--- config.mk ---
export PLATFORM = sky130hd
export DESIGN_NAME = potc_top
export DESIGN_NICKNAME = d
export VERILOG_FILES = /design/src/hw/potc_pkg.sv /design/src/hw/potc_top.sv /design/src/hw/potc_sync2.sv /design/src/hw/potc_group.sv
export SDC_FILE = /design/constraint.sdc
export NUM_CORES = 1
export LEC_CHECK = 0
export ABC_AREA = 1
export ABC_CLOCK_PERIOD_IN_PS = 1380
export BUFFER_PORTS_ARGS = -buffer_cell sky130_fd_sc_hd__buf_4
export CORE_UTILIZATION = 47
export DETAILED_ROUTE_END_ITERATION = 6
export PLACE_DENSITY = 0.86
export RECOVER_POWER = 100
export SLEW_MARGIN = 20
export SYNTH_ARGS = -nofsm -noshare
export SYNTH_HDL_FRONTEND = slang
export SYNTH_SLANG_ARGS = --single-unit
--- constraint.sdc ---
create_clock -name mclk -period 1.38 [get_ports mclk]
set_input_delay 0.414 -clock mclk [delete_from_list [all_inputs] [get_ports mclk]]
set_output_delay 0.414 -clock mclk [all_outputs]
set_load 0.03 [all_outputs]
--- src/hw/potc_pkg.sv ---
package potc_pkg;

  localparam int NUM_CH = 4;
  localparam int NUM_GRP = 2;
  localparam int GRP_W = 4;

  localparam logic [7:0] NEXT_ENABLE_B_RST = 8'h00;
  localparam logic [7:0] TRIGGER_SELECT_RST = 8'hff;
  localparam logic [7:0] OVERLAP_MODE_RST = 8'hf0;
  localparam logic [3:0] OVERLAP_RSVD_ONES = 4'hf;
  localparam logic [7:0] NEXT_PATTERN_B_RST = 8'h00;
  localparam logic [7:0] PORT_B_OUTPUT_RST = 8'h00;

  localparam logic [11:0] ADDR_NEXT_ENABLE_B = 12'h000;
  localparam logic [11:0] ADDR_TRIGGER_SELECT = 12'h004;
  localparam logic [11:0] ADDR_OVERLAP_MODE = 12'h008;
  localparam logic [11:0] ADDR_NEXT_PATTERN_B = 12'h00c;
  localparam logic [11:0] ADDR_PORT_B_OUTPUT = 12'h010;

  // two trigger-select bits per group, group g at bits 2g+1:2g
  localparam int SEL_W = 2;
  localparam int GRP_BASE = 2;

  // one timer channel's event pulses
  typedef struct packed {
    logic cmp_a;
    logic cmp_b;
    logic cap_a;
    logic cap_b;
    logic capture_mode;
  } potc_tmr_evt_type;

  typedef struct packed {
    logic        psel;
    logic        penable;
    logic        pwrite;
    logic [11:0] paddr;
    logic [31:0] pwdata;
  } potc_apb_req_type;

  typedef enum logic [2:0] {
    POTC_IDLE   = 3'b001,
    POTC_ACCESS = 3'b010,
    POTC_DONE   = 3'b100
  } potc_apb_state_type;

endpackage

--- src/hw/potc_top.sv ---
`timescale 1ns/1ps
// Function
// - enabled bit copies pattern on selected event
// - disabled bit never copies, output holds
// - enable bit n gates pattern bit n to port bit n
// - enable register clears on reset and standby
// - trigger select resets to all ones
// - select bits 7:6 pick group 3 channel
// - select bits 5:4 pick group 2 channel
// - select bits 3:2 pick group 1 channel
// - select bits 1:0 pick group 0 channel
// - overlap mode resets to f0
// - overlap mode upper bits read one, unwritable
// - mode bit zero: change on event A
// - mode bit one: non-overlapping A and B
// - non-overlap copies all enabled at A
// - non-overlap copies zeros only at B
// - capture event replaces compare when capturing
module potc_top (
  input  wire logic                        mclk,
  input  wire logic                        rst_n,
  input  wire logic                        hw_standby,
  input  wire logic                        psel,
  input  wire logic                        penable,
  input  wire logic                        pwrite,
  input  wire logic [11:0]                 paddr,
  input  wire logic [31:0]                 pwdata,
  input  wire logic [3:0]                  pstrb,
  output logic      [31:0]                 prdata,
  output logic                             pready,
  output logic                             pslverr,
  input  wire potc_pkg::potc_tmr_evt_type  tmr_evt [potc_pkg::NUM_CH],
  output logic      [7:0]                  port_b_output,
  output logic      [3:0]                  grp_trig_a,
  output logic      [3:0]                  grp_trig_b
);
  logic [7:0] next_enable_b_reg;
  logic [7:0] trigger_select_reg;
  logic [3:0] overlap_mode_reg;
  logic [7:0] next_pattern_b_reg;
  logic [7:0] port_b_output_reg;
  logic [7:0] port_b_output_next;
  logic [7:0] port_b_base;
  logic       hw_standby_s;
  potc_pkg::potc_apb_state_type state_reg;
  potc_pkg::potc_apb_state_type state_next;
  logic [31:0] prdata_next;
  logic        err_next;
  logic [3:0]  fire_a_all;
  logic [3:0]  fire_b_all;

  // standby is a pin level from outside, so it is synchronised first
  potc_sync2 #(.W(1)) u_stby (
    .mclk  (mclk),
    .rst_n (rst_n),
    .d     (hw_standby),
    .q     (hw_standby_s)
  );

  // apb decode
  wire access_w   = psel && penable && (state_reg == potc_pkg::POTC_ACCESS);
  wire hit_en     = paddr == potc_pkg::ADDR_NEXT_ENABLE_B;
  wire hit_ts     = paddr == potc_pkg::ADDR_TRIGGER_SELECT;
  wire hit_om     = paddr == potc_pkg::ADDR_OVERLAP_MODE;
  wire hit_np     = paddr == potc_pkg::ADDR_NEXT_PATTERN_B;
  wire hit_po     = paddr == potc_pkg::ADDR_PORT_B_OUTPUT;
  wire mapped     = hit_en | hit_ts | hit_om | hit_np | hit_po;
  // a write lands only at the edge where the master sees pready high
  wire xfer_w     = psel && penable && pready;
  // byte lane 0 carries the 8-bit register
  wire wr_ok      = xfer_w && pwrite && pstrb[0] && mapped;
  wire wr_en      = wr_ok && hit_en;
  wire wr_ts      = wr_ok && hit_ts;
  wire wr_om      = wr_ok && hit_om;
  wire wr_np      = wr_ok && hit_np;
  wire wr_po      = wr_ok && hit_po;

  // software write is the base that timer copies then override bit by bit
  assign port_b_base = wr_po ? pwdata[7:0] : port_b_output_reg;

  // one wait state: setup, access (registered answer), done
  always_comb begin
    state_next = state_reg;
    case (state_reg)
      potc_pkg::POTC_IDLE:   if (psel && !penable) state_next = potc_pkg::POTC_ACCESS;
      potc_pkg::POTC_ACCESS: if (psel && penable) state_next = potc_pkg::POTC_DONE;
      potc_pkg::POTC_DONE:   state_next = potc_pkg::POTC_IDLE;
      default:               state_next = potc_pkg::POTC_IDLE;
    endcase
  end

  // reserved mode bits always read as one
  always_comb begin
    prdata_next = 32'h0000_0000;
    case (1'b1)
      hit_en:  prdata_next[7:0] = next_enable_b_reg;
      hit_ts:  prdata_next[7:0] = trigger_select_reg;
      hit_om:  prdata_next[7:0] = {potc_pkg::OVERLAP_RSVD_ONES, overlap_mode_reg};
      hit_np:  prdata_next[7:0] = next_pattern_b_reg;
      hit_po:  prdata_next[7:0] = port_b_output_reg;
      default: prdata_next = 32'h0000_0000;
    endcase
  end
  assign err_next = !mapped;

  always_ff @(posedge mclk or negedge rst_n) begin
    if (!rst_n) begin
      state_reg <= potc_pkg::POTC_IDLE;
      pready    <= 1'b0;
      pslverr   <= 1'b0;
      prdata    <= 32'h0000_0000;
    end else begin
      state_reg <= state_next;
      pready    <= access_w;
      pslverr   <= access_w && err_next;
      prdata    <= (access_w && !pwrite) ? prdata_next : 32'h0000_0000;
    end
  end

  // configuration registers; standby re-initialises, software standby does not reach here
  always_ff @(posedge mclk or negedge rst_n) begin
    if (!rst_n) begin
      next_enable_b_reg  <= potc_pkg::NEXT_ENABLE_B_RST;
      trigger_select_reg <= potc_pkg::TRIGGER_SELECT_RST;
      overlap_mode_reg   <= potc_pkg::OVERLAP_MODE_RST[3:0];
      next_pattern_b_reg <= potc_pkg::NEXT_PATTERN_B_RST;
    end else if (hw_standby_s) begin
      next_enable_b_reg  <= potc_pkg::NEXT_ENABLE_B_RST;
      trigger_select_reg <= potc_pkg::TRIGGER_SELECT_RST;
      overlap_mode_reg   <= potc_pkg::OVERLAP_MODE_RST[3:0];
      next_pattern_b_reg <= potc_pkg::NEXT_PATTERN_B_RST;
    end else begin
      if (wr_en) next_enable_b_reg <= pwdata[7:0];
      if (wr_ts) trigger_select_reg <= pwdata[7:0];
      if (wr_om) overlap_mode_reg <= pwdata[3:0];
      if (wr_np) next_pattern_b_reg <= pwdata[7:0];
    end
  end

  // upper half groups 3 and 2 steer port B; lower groups only report their events
  for (genvar g = 0; g < potc_pkg::NUM_CH; g++) begin : g_grp
    logic [potc_pkg::SEL_W-1:0] sel_w;
    logic [potc_pkg::GRP_W-1:0] en_w;
    logic [potc_pkg::GRP_W-1:0] pat_w;
    logic [potc_pkg::GRP_W-1:0] cur_w;
    logic [potc_pkg::GRP_W-1:0] nxt_w;
    assign sel_w = trigger_select_reg[g*potc_pkg::SEL_W +: potc_pkg::SEL_W];
    if (g >= potc_pkg::GRP_BASE) begin : g_port
      localparam int LSB = (g - potc_pkg::GRP_BASE) * potc_pkg::GRP_W;
      assign en_w  = next_enable_b_reg[LSB +: potc_pkg::GRP_W];
      assign pat_w = next_pattern_b_reg[LSB +: potc_pkg::GRP_W];
      assign cur_w = port_b_base[LSB +: potc_pkg::GRP_W];
      assign port_b_output_next[LSB +: potc_pkg::GRP_W] = nxt_w;
    end else begin : g_quiet
      // the lower port lives outside this block, so these groups copy nothing
      assign en_w  = '0;
      assign pat_w = '0;
      assign cur_w = '0;
    end
    potc_group u_grp (
      .nonoverlap (overlap_mode_reg[g]),
      .sel        (sel_w),
      .evt        (tmr_evt),
      .enable     (en_w),
      .pattern    (pat_w),
      .cur        (cur_w),
      .nxt        (nxt_w),
      .fire_a     (fire_a_all[g]),
      .fire_b     (fire_b_all[g])
    );
  end

  // a timer copy beats a software write to the same port bit in one cycle
  always_ff @(posedge mclk or negedge rst_n) begin
    if (!rst_n) begin
      port_b_output_reg <= potc_pkg::PORT_B_OUTPUT_RST;
    end else begin
      port_b_output_reg <= port_b_output_next;
    end
  end

  always_ff @(posedge mclk or negedge rst_n) begin
    if (!rst_n) begin
      grp_trig_a <= 4'h0;
      grp_trig_b <= 4'h0;
    end else begin
      grp_trig_a <= fire_a_all;
      grp_trig_b <= fire_b_all;
    end
  end
  assign port_b_output = port_b_output_reg;

  property p_copy_next_edge;
    @(posedge mclk) disable iff (!rst_n)
      (fire_a_all[3] && next_enable_b_reg[7] && !hw_standby_s)
        |=> port_b_output_reg[7] == $past(next_pattern_b_reg[7]);
  endproperty
  a_copy_next_edge: assert property (p_copy_next_edge)
    else $error("enabled bit not copied at event");

  property p_disabled_holds;
    @(posedge mclk) disable iff (!rst_n)
      (!next_enable_b_reg[0] && !wr_po) |=> $stable(port_b_output_reg[0]);
  endproperty
  a_disabled_holds: assert property (p_disabled_holds) else $error("disabled bit changed");

  property p_nov_b_zero_only;
    @(posedge mclk) disable iff (!rst_n)
      (overlap_mode_reg[2] && fire_b_all[2] && !fire_a_all[2] && !wr_po)
        |=> !($rose(port_b_output_reg[0]));
  endproperty
  a_nov_b_zero_only: assert property (p_nov_b_zero_only) else $error("B event set a one");

  property p_rsvd_read;
    @(posedge mclk) disable iff (!rst_n)
      (access_w && !pwrite && hit_om) |=> prdata[7:4] == 4'hf;
  endproperty
  a_rsvd_read: assert property (p_rsvd_read) else $error("reserved bits not read as one");

  property p_standby_init;
    @(posedge mclk) disable iff (!rst_n)
      hw_standby_s |=> (next_enable_b_reg == 8'h00 && trigger_select_reg == 8'hff
                        && overlap_mode_reg == 4'h0);
  endproperty
  a_standby_init: assert property (p_standby_init) else $error("standby init wrong");

  property p_normal_ignores_b;
    @(posedge mclk) disable iff (!rst_n)
      (!overlap_mode_reg[3] && !fire_a_all[3] && !wr_po) |=> $stable(port_b_output_reg[7:4]);
  endproperty
  a_normal_ignores_b: assert property (p_normal_ignores_b) else $error("normal mode moved off A");

  property p_answer_two;
    @(posedge mclk) disable iff (!rst_n)
      (psel && !penable && state_reg == potc_pkg::POTC_IDLE) ##1 (psel && penable) |=> pready;
  endproperty
  a_answer_two: assert property (p_answer_two) else $error("pready late");

  property p_sel_write;
    @(posedge mclk) disable iff (!rst_n)
      (wr_ts && !hw_standby_s) |=> trigger_select_reg[7:6] == $past(pwdata[7:6]);
  endproperty
  a_sel_write: assert property (p_sel_write) else $error("select bits not stored");

  // channel choice per group, each against the channel its select code names
  property p_g3_channel;
    @(posedge mclk) disable iff (!rst_n)
      (trigger_select_reg[7:6] == 2'h0 && !tmr_evt[0].capture_mode)
        |-> fire_a_all[3] == tmr_evt[0].cmp_a;
  endproperty
  a_g3_channel: assert property (p_g3_channel) else $error("group 3 on wrong channel");

  property p_g2_channel;
    @(posedge mclk) disable iff (!rst_n)
      (trigger_select_reg[5:4] == 2'h1 && !tmr_evt[1].capture_mode)
        |-> fire_a_all[2] == tmr_evt[1].cmp_a;
  endproperty
  a_g2_channel: assert property (p_g2_channel) else $error("group 2 on wrong channel");

  property p_g1_channel;
    @(posedge mclk) disable iff (!rst_n)
      (trigger_select_reg[3:2] == 2'h3 && !tmr_evt[3].capture_mode)
        |-> fire_a_all[1] == tmr_evt[3].cmp_a;
  endproperty
  a_g1_channel: assert property (p_g1_channel) else $error("group 1 on wrong channel");

  property p_g0_channel;
    @(posedge mclk) disable iff (!rst_n)
      (trigger_select_reg[1:0] == 2'h3 && !tmr_evt[3].capture_mode)
        |-> fire_b_all[0] == tmr_evt[3].cmp_b;
  endproperty
  a_g0_channel: assert property (p_g0_channel) else $error("group 0 on wrong channel");

  property p_capture_trig;
    @(posedge mclk) disable iff (!rst_n)
      (trigger_select_reg[7:6] == 2'h3 && tmr_evt[3].capture_mode)
        |-> fire_a_all[3] == tmr_evt[3].cap_a;
  endproperty
  a_capture_trig: assert property (p_capture_trig) else $error("capture not used");

  // copy paths of the two port groups
  property p_grp2_copy;
    @(posedge mclk) disable iff (!rst_n)
      (fire_a_all[2] && next_enable_b_reg[0])
        |=> port_b_output_reg[0] == $past(next_pattern_b_reg[0]);
  endproperty
  a_grp2_copy: assert property (p_grp2_copy) else $error("group 2 bit not copied");

  property p_nov_a_all;
    @(posedge mclk) disable iff (!rst_n)
      (overlap_mode_reg[3] && fire_a_all[3] && next_enable_b_reg[4])
        |=> port_b_output_reg[4] == $past(next_pattern_b_reg[4]);
  endproperty
  a_nov_a_all: assert property (p_nov_a_all) else $error("A event missed a bit");

  property p_nov_zero_at_b;
    @(posedge mclk) disable iff (!rst_n)
      (overlap_mode_reg[3] && fire_b_all[3] && next_enable_b_reg[6]
       && !next_pattern_b_reg[6])
        |=> !port_b_output_reg[6];
  endproperty
  a_nov_zero_at_b: assert property (p_nov_zero_at_b) else $error("B event missed a zero");

  // bus-side checks
  property p_strb_refused;
    @(posedge mclk) disable iff (!rst_n)
      (xfer_w && pwrite && !pstrb[0] && !hw_standby_s)
        |=> $stable(next_pattern_b_reg);
  endproperty
  a_strb_refused: assert property (p_strb_refused) else $error("lane 0 off but stored");

  property p_err_with_ready;
    @(posedge mclk) disable iff (!rst_n)
      pslverr |-> pready;
  endproperty
  a_err_with_ready: assert property (p_err_with_ready) else $error("error without ready");

  property p_rdata_quiet;
    @(posedge mclk) disable iff (!rst_n)
      !pready |-> prdata == 32'h0000_0000;
  endproperty
  a_rdata_quiet: assert property (p_rdata_quiet) else $error("read data outside ready");

  property p_fsm_onehot;
    @(posedge mclk) disable iff (!rst_n)
      $onehot(state_reg);
  endproperty
  a_fsm_onehot: assert property (p_fsm_onehot) else $error("bus state not one-hot");

  property p_en_write;
    @(posedge mclk) disable iff (!rst_n)
      (wr_en && !hw_standby_s) |=> next_enable_b_reg == $past(pwdata[7:0]);
  endproperty
  a_en_write: assert property (p_en_write) else $error("enable write not stored");

  property p_mode_write;
    @(posedge mclk) disable iff (!rst_n)
      (wr_om && !hw_standby_s) |=> overlap_mode_reg == $past(pwdata[3:0]);
  endproperty
  a_mode_write: assert property (p_mode_write) else $error("mode write not stored");

endmodule // potc_top

--- src/hw/potc_sync2.sv ---
`timescale 1ns/1ps
module potc_sync2 #(
  parameter int W = 1
) (
  input  wire logic         mclk,
  input  wire logic         rst_n,
  input  wire logic [W-1:0] d,
  output logic      [W-1:0] q
);
  logic [W-1:0] meta_reg;

  always_ff @(posedge mclk or negedge rst_n) begin
    if (!rst_n) begin
      meta_reg <= '0;
      q        <= '0;
    end else begin
      meta_reg <= d;
      q        <= meta_reg;
    end
  end
endmodule // potc_sync2

--- src/hw/potc_group.sv ---
`timescale 1ns/1ps
module potc_group (
  input  wire logic                        nonoverlap,
  input  wire logic [1:0]                  sel,
  input  wire potc_pkg::potc_tmr_evt_type  evt [potc_pkg::NUM_CH],
  input  wire logic [potc_pkg::GRP_W-1:0]  enable,
  input  wire logic [potc_pkg::GRP_W-1:0]  pattern,
  input  wire logic [potc_pkg::GRP_W-1:0]  cur,
  output logic      [potc_pkg::GRP_W-1:0]  nxt,
  output logic                             fire_a,
  output logic                             fire_b
);
  potc_pkg::potc_tmr_evt_type ch;
  logic [potc_pkg::GRP_W-1:0] take_mask;

  assign ch = evt[sel];
  // capture replaces compare when the channel is in capture use
  assign fire_a = ch.capture_mode ? ch.cap_a : ch.cmp_a;
  assign fire_b = ch.capture_mode ? ch.cap_b : ch.cmp_b;
  // event A copies all enabled bits; event B only zeros in non-overlap
  assign take_mask = enable & ({potc_pkg::GRP_W{fire_a}}
                     | ({potc_pkg::GRP_W{fire_b & nonoverlap}} & ~pattern));
  assign nxt = (take_mask & pattern) | (~take_mask & cur);
endmodule // potc_group

## Word-level counts from Yosys, hierarchy flattened

Cells that the tools add are included.

| cells by class | value |
|---|---|
| order comparisons | 4 |
| multiplexer cells | 38 |
| eq/ne operators | 8 |
| reduce and logical (&&, ||, !) cells | 23 |
| bitwise gates (word level) | 26 |

Operators by type and width:

| cell | count |
|---|---|
| 8-bit 2-to-1 mux | 13 |
| 5-bit binary-select mux with 2-bit select | 4 |
| 5-bit 2-to-1 mux | 8 |
| 4-bit AND | 8 |
| 12-bit by 4-bit == test with 1-bit output (second input constant) | 2 |
| 4-bit inverter | 4 |
| 4-bit OR | 4 |
| 1-bit logical AND | 14 |
| 12-bit by 3-bit == test with 1-bit output (second input constant) | 1 |
| 12-bit by 5-bit == test with 1-bit output (second input constant) | 1 |
| 3-bit greater-or-equal comparator (second input constant) | 4 |
| 12-bit zero test | 1 |
| 2-bit inverter with 3-bit output | 4 |
| 1-bit 2-to-1 mux | 8 |
| 4-bit 2-to-1 mux | 2 |
| 2-bit nonzero test | 4 |
| 3-bit 2-to-1 mux | 2 |
| 3-bit case mux with 2 select lines | 1 |
| 2-bit inequality test (second input constant) | 2 |
| 1-bit OR | 4 |
| 3-bit by 1-bit == test with 1-bit output (second input constant) | 1 |
| 3-bit by 2-bit == test with 1-bit output (second input constant) | 1 |
| 1-bit zero test | 3 |
| 1-bit AND | 2 |
| 2-bit AND reduction | 1 |

| word-level totals | value |
|---|---|
| bits of input ports | 74 |
| output and inout bits | 50 |
| word-level logic and storage cells | 112 |
| register bits after elaboration | 59 |

## Depth between registers and ports, before layout

| depth | value |
|---|---|
| depth in word-level cells | 12 |
| gate-level depth with buffers | 14 |
| depth with buffers taken out | 13 |

## By module

A second synthesis with hierarchy kept.

| unflattened totals | value |
|---|---|
| cells, all modules | 721 |
| area total of the unflattened synthesis | 4495.6 µm² |

By module, submodules not included:

| module | seq. area each (µm²) | area each (µm²) | cells each | times used |
|---|---|---|---|---|
| potc_top | 1437.6 | 2919.0 | 347 | 1 |
| potc_group | 0.0 | 381.6 | 93 | 4 |
| potc_sync2 | 50.0 | 50.0 | 2 | 1 |

## Worst setup path after synthesis

Ideal clock, no wire load.

| timing | value |
|---|---|
| path kind | flip-flop to flip-flop |
| from | register pready |
| to | register next_enable_b_reg[4] |
| stages on the path, launching flop included | 9 |
| arrival | 1.401 ns |
| data required time | 1.254 ns |
| path slack | -0.147 ns |
| buffers on the path | 1 |
| path through | dfrtp_1 > nand3_1 > nor2_4 > buf_6 > nand3_1 > nand2_2 > inv_1 > nand2_1 > o21ai_0 |

| between the ends | value |
|---|---|
| cells in the longest elaborated chain, start to end | 6 |

Ends and longest elaborated chain:

| element | line | text |
|---|---|---|
| start: declaration | potc_top.sv:30 | `output logic pready,` |
| start signal: assignment | potc_top.sv:114 | `pready <= access_w;` |
| 1-bit logical AND | potc_top.sv:69 | `wire xfer_w = psel && penable && pready;` |
| 1-bit logical AND (3 in series) | potc_top.sv:71 | `wire wr_ok = xfer_w && pwrite && pstrb[0] && mapped;` |
| 1-bit logical AND | potc_top.sv:72 | `wire wr_en = wr_ok && hit_en;` |
| 2-bit nonzero test (no line) | - |  |
| end signal: assignment | potc_top.sv:123 | `next_enable_b_reg <= potc_pkg::NEXT_ENABLE_B_RST;` |
| end signal: assignment | potc_top.sv:128 | `next_enable_b_reg <= potc_pkg::NEXT_ENABLE_B_RST;` |
| end signal: assignment | potc_top.sv:133 | `if (wr_en) next_enable_b_reg <= pwdata[7:0];` |
| end: declaration | potc_top.sv:37 | `logic [7:0] next_enable_b_reg;` |

No other way between the ends.
A chain may end at the register's enable or synchronous reset.

==> impl_results.md <==
* Area growth, synth to finish at 47.1%
* Crit path max fanout at 6
* Worst-Skew Late Latency at 0.36 ns
* Sequential share of the synthesized area at 0.387
* Reg2reg setup slack at -0.30 ns
* Met1 global-route usage at 0.336
* Mapped Area at 3840 sq um
* Reg2reg start: trigger_select_reg[4]
* Layout cells sized above 1 at 0.414
* Vias at 4,584
* EDFF count, synth at 0
* RSZ-0062 raised after global routing: yes
* Clock Sinks at 59
* Fillers at 550
* Internal Pwr Total at 3.18 mW
* Slew Viols, Final at 0
* MaxCap Viol Count at 0
* TritonCTS clock tree: built
* Top area cells in the synthesized netlist: dfrtp_1, nand2_1, o21ai_0
* Chip height at 92.4 um
* Data required, critical path at 1.63 ns
* Failing checks: setup timing
* Run status: complete, but fails checks
* Depth of the most critical reg-to-reg path at 10
* Total track usage at 0.269
* Pin count of the biggest net entering global routing at 60
* Worst hold path depth at 1
* Cells after Synth at 534
* Final critical-path required period at 1.68 ns
* Share of total power in the clock network at 0.288
* DRC viols at 0
* DRT Pass-1 Iters at 6
* Initial Util at 0.492
* Initial antenna violation count at 0
* IO buf count at 72
* Logic pwr share at 0.308
* Critical setup path kind: register to register
* Die W at 92.4 um
* Syn Area/Cell at 7.19 sq um
* CTS clk-pin slew, worst paths at 0.07 ns
* Most Crowded Layer GR: met2
* Total CTS buffers at 9
* Period utilization at 1.22
* Routability Congestion at 0.877
* Worst min path class: input port to register
* Total Wirelength at 14,100 um
* Dpl ws at -0.452 ns
* Final Skew at 0.0127 ns
* Leading area contributor after synthesis: dfrtp_1
* Worst Max-Slew Pin Slew at 0.824 ns
* Power, Total at 4.96 mW
* Top_reg_cell synth: dfrtp_1
* Leakage at 3.03 nW
* Die Area at 8540 sq um
* # diodes at 0
* Total global routing overflow at 0
* Final setup fails at 36
* Nets at 770
* Dpl hpwl at 8210 um
* Setup TNS Final at -3.40 ns
* Slew headroom at 0.451
* Hold Violations, Final at 0
* Unique masters post-synth at 33
* FFs w/ async S/R, synth at 1.00
* Achievable clock frequency at 595 MHz
* Sw Share at 0.360
* Clk root buf: clkbuf_8
* Count leader, synth: nand2_1
* I/O pin total at 124
* Avg WL per Cell at 17.5 um
* Met3 Use GR at 0.0443
* Antenna-violating nets left at 0
* Std cell rows at 32
* First-pass GRT wire length at 17,900 um
* Post-synth top area share at 0.326
* Seq cells post-synth at 59
* CP Launch Point: trigger_select_reg[4]
* Post-synth top cells: nand2_1, inv_1, o21ai_0
* Clock Path Buffers at 2
* Initial DRC count at 592
* H-tree depth at 3
* Crit path DAT at 1.93 ns
* Pwr Density at 879 nW/um^2
* Vias per cell at 5.71
* Switch Pwr at 1.79 mW
* Vias in the first global route at 3,835
* Syn. warnings at 0
* Final Worst Setup Slack at -0.301 ns
* Met2 usage at 0.441
* CORE AREA at 7810 sq um
* Reg power frac at 0.404
* Max rail drop VDD at 800 uV
* Startpoint types: register
* Crit path capture type: register
==> cell type report <==
class	instances	area (sq um)	share of cell area
Timing Repair inverter	1	6.26	0.00111
Sequential cell	59	1490	0.264
Multi-Input combinational cell	390	2200	0.389
Clock inverter	2	12.5	0.00222
Timing Repair Buffer	169	1380	0.245
Clock buffer	14	153	0.0270
Tap cell	102	128	0.0226
Inverter	66	282	0.0498
==> kinds of logic (layout without fill, tap and decap cells) <==
family	after synthesis	in the layout	share of synthesized area
compound gates	117	117	0.169
buf+inv	110	252	0.143
flops	59	59	0.387
other cells	1	24	0.000977
simple gates	247	249	0.299
==> worst min path at each step <==
stage / from / endpoint
floorplan: rst_n / asynchronous set/reset pin
global placement: u_stby.meta_reg / u_stby.q
detailed placement: u_stby.meta_reg / u_stby.q
CTS: rst_n / asynchronous set/reset pin
global route: hw_standby / u_stby.meta_reg
finish: hw_standby / u_stby.meta_reg
==> stage by stage <==
stage | hold slack [ns] | instance area, sq um | std cells | utilization
floorplan | 0.118 | 4030 | 557 | -
global placement | 0.332 | 4920 | 759 | 0.631
detailed placement | 0.335 | 4920 | 759 | 0.631
CTS | 0.0679 | 5320 | 787 | 0.681
global route | 0.179 | 5650 | 803 | 0.723
finish | 0.188 | 5650 | 803 | 0.723
==> cell usage in the layout, fill, tap and decap left out, types with 13 or more instances in the layout <==
| cell type | instances |
|---|---|
| buf_4 | 129 |
| nand2_1 | 114 |
| inv_1 | 50 |
| dfrtp_1 | 49 |
| o21ai_0 | 44 |
| nand2_2 | 30 |
| nand3_1 | 29 |
| conb_1 | 24 |
| nor2_1 | 23 |
| o21ai_1 | 22 |
| buf_6 | 22 |
| a21oi_1 | 21 |
| o211ai_1 | 13 |
==> power by group through the flow <==
stage | logic (mW) | registers [mW] | clock network (mW)
CTS | 1.37 | 2.00 | 1.39
finish | 1.53 | 2.01 | 1.43
global route | 1.63 | 2.01 | 1.51
detailed placement | 1.31 | 2.03 | 0
floorplan | 0.613 | 2.20 | 0
global placement | 1.28 | 2.02 | 0
==> per-layer routing <==
layer	vias to the layer above	share of wire
li1	2015	-
met1	2088	0.36
met2	368	0.48
met3	113	0.11
met4	0	0.055
met5	-	0
==> repair_timing <==
item	CTS	global route
hold buffers	0	0
setup buffers	12	12
endpoints found under the setup margin	33	52
pin swaps	11	52
gates resized for setup	33	84
cloned	0	4
==> critical path, cell delays in order (launching register included) <==
cell	delay [ns]
dfstp_2	0.63
buf_4	0.16
a21oi_1	0.07
o21ai_0	0.10
nand2_1	0.09
nand2_1	0.11
nand2_4	0.11
nand2_4	0.13
nand2_2	0.06
nand2_1	0.06
inv_1	0.05
(Power assumes the default switching activity.)
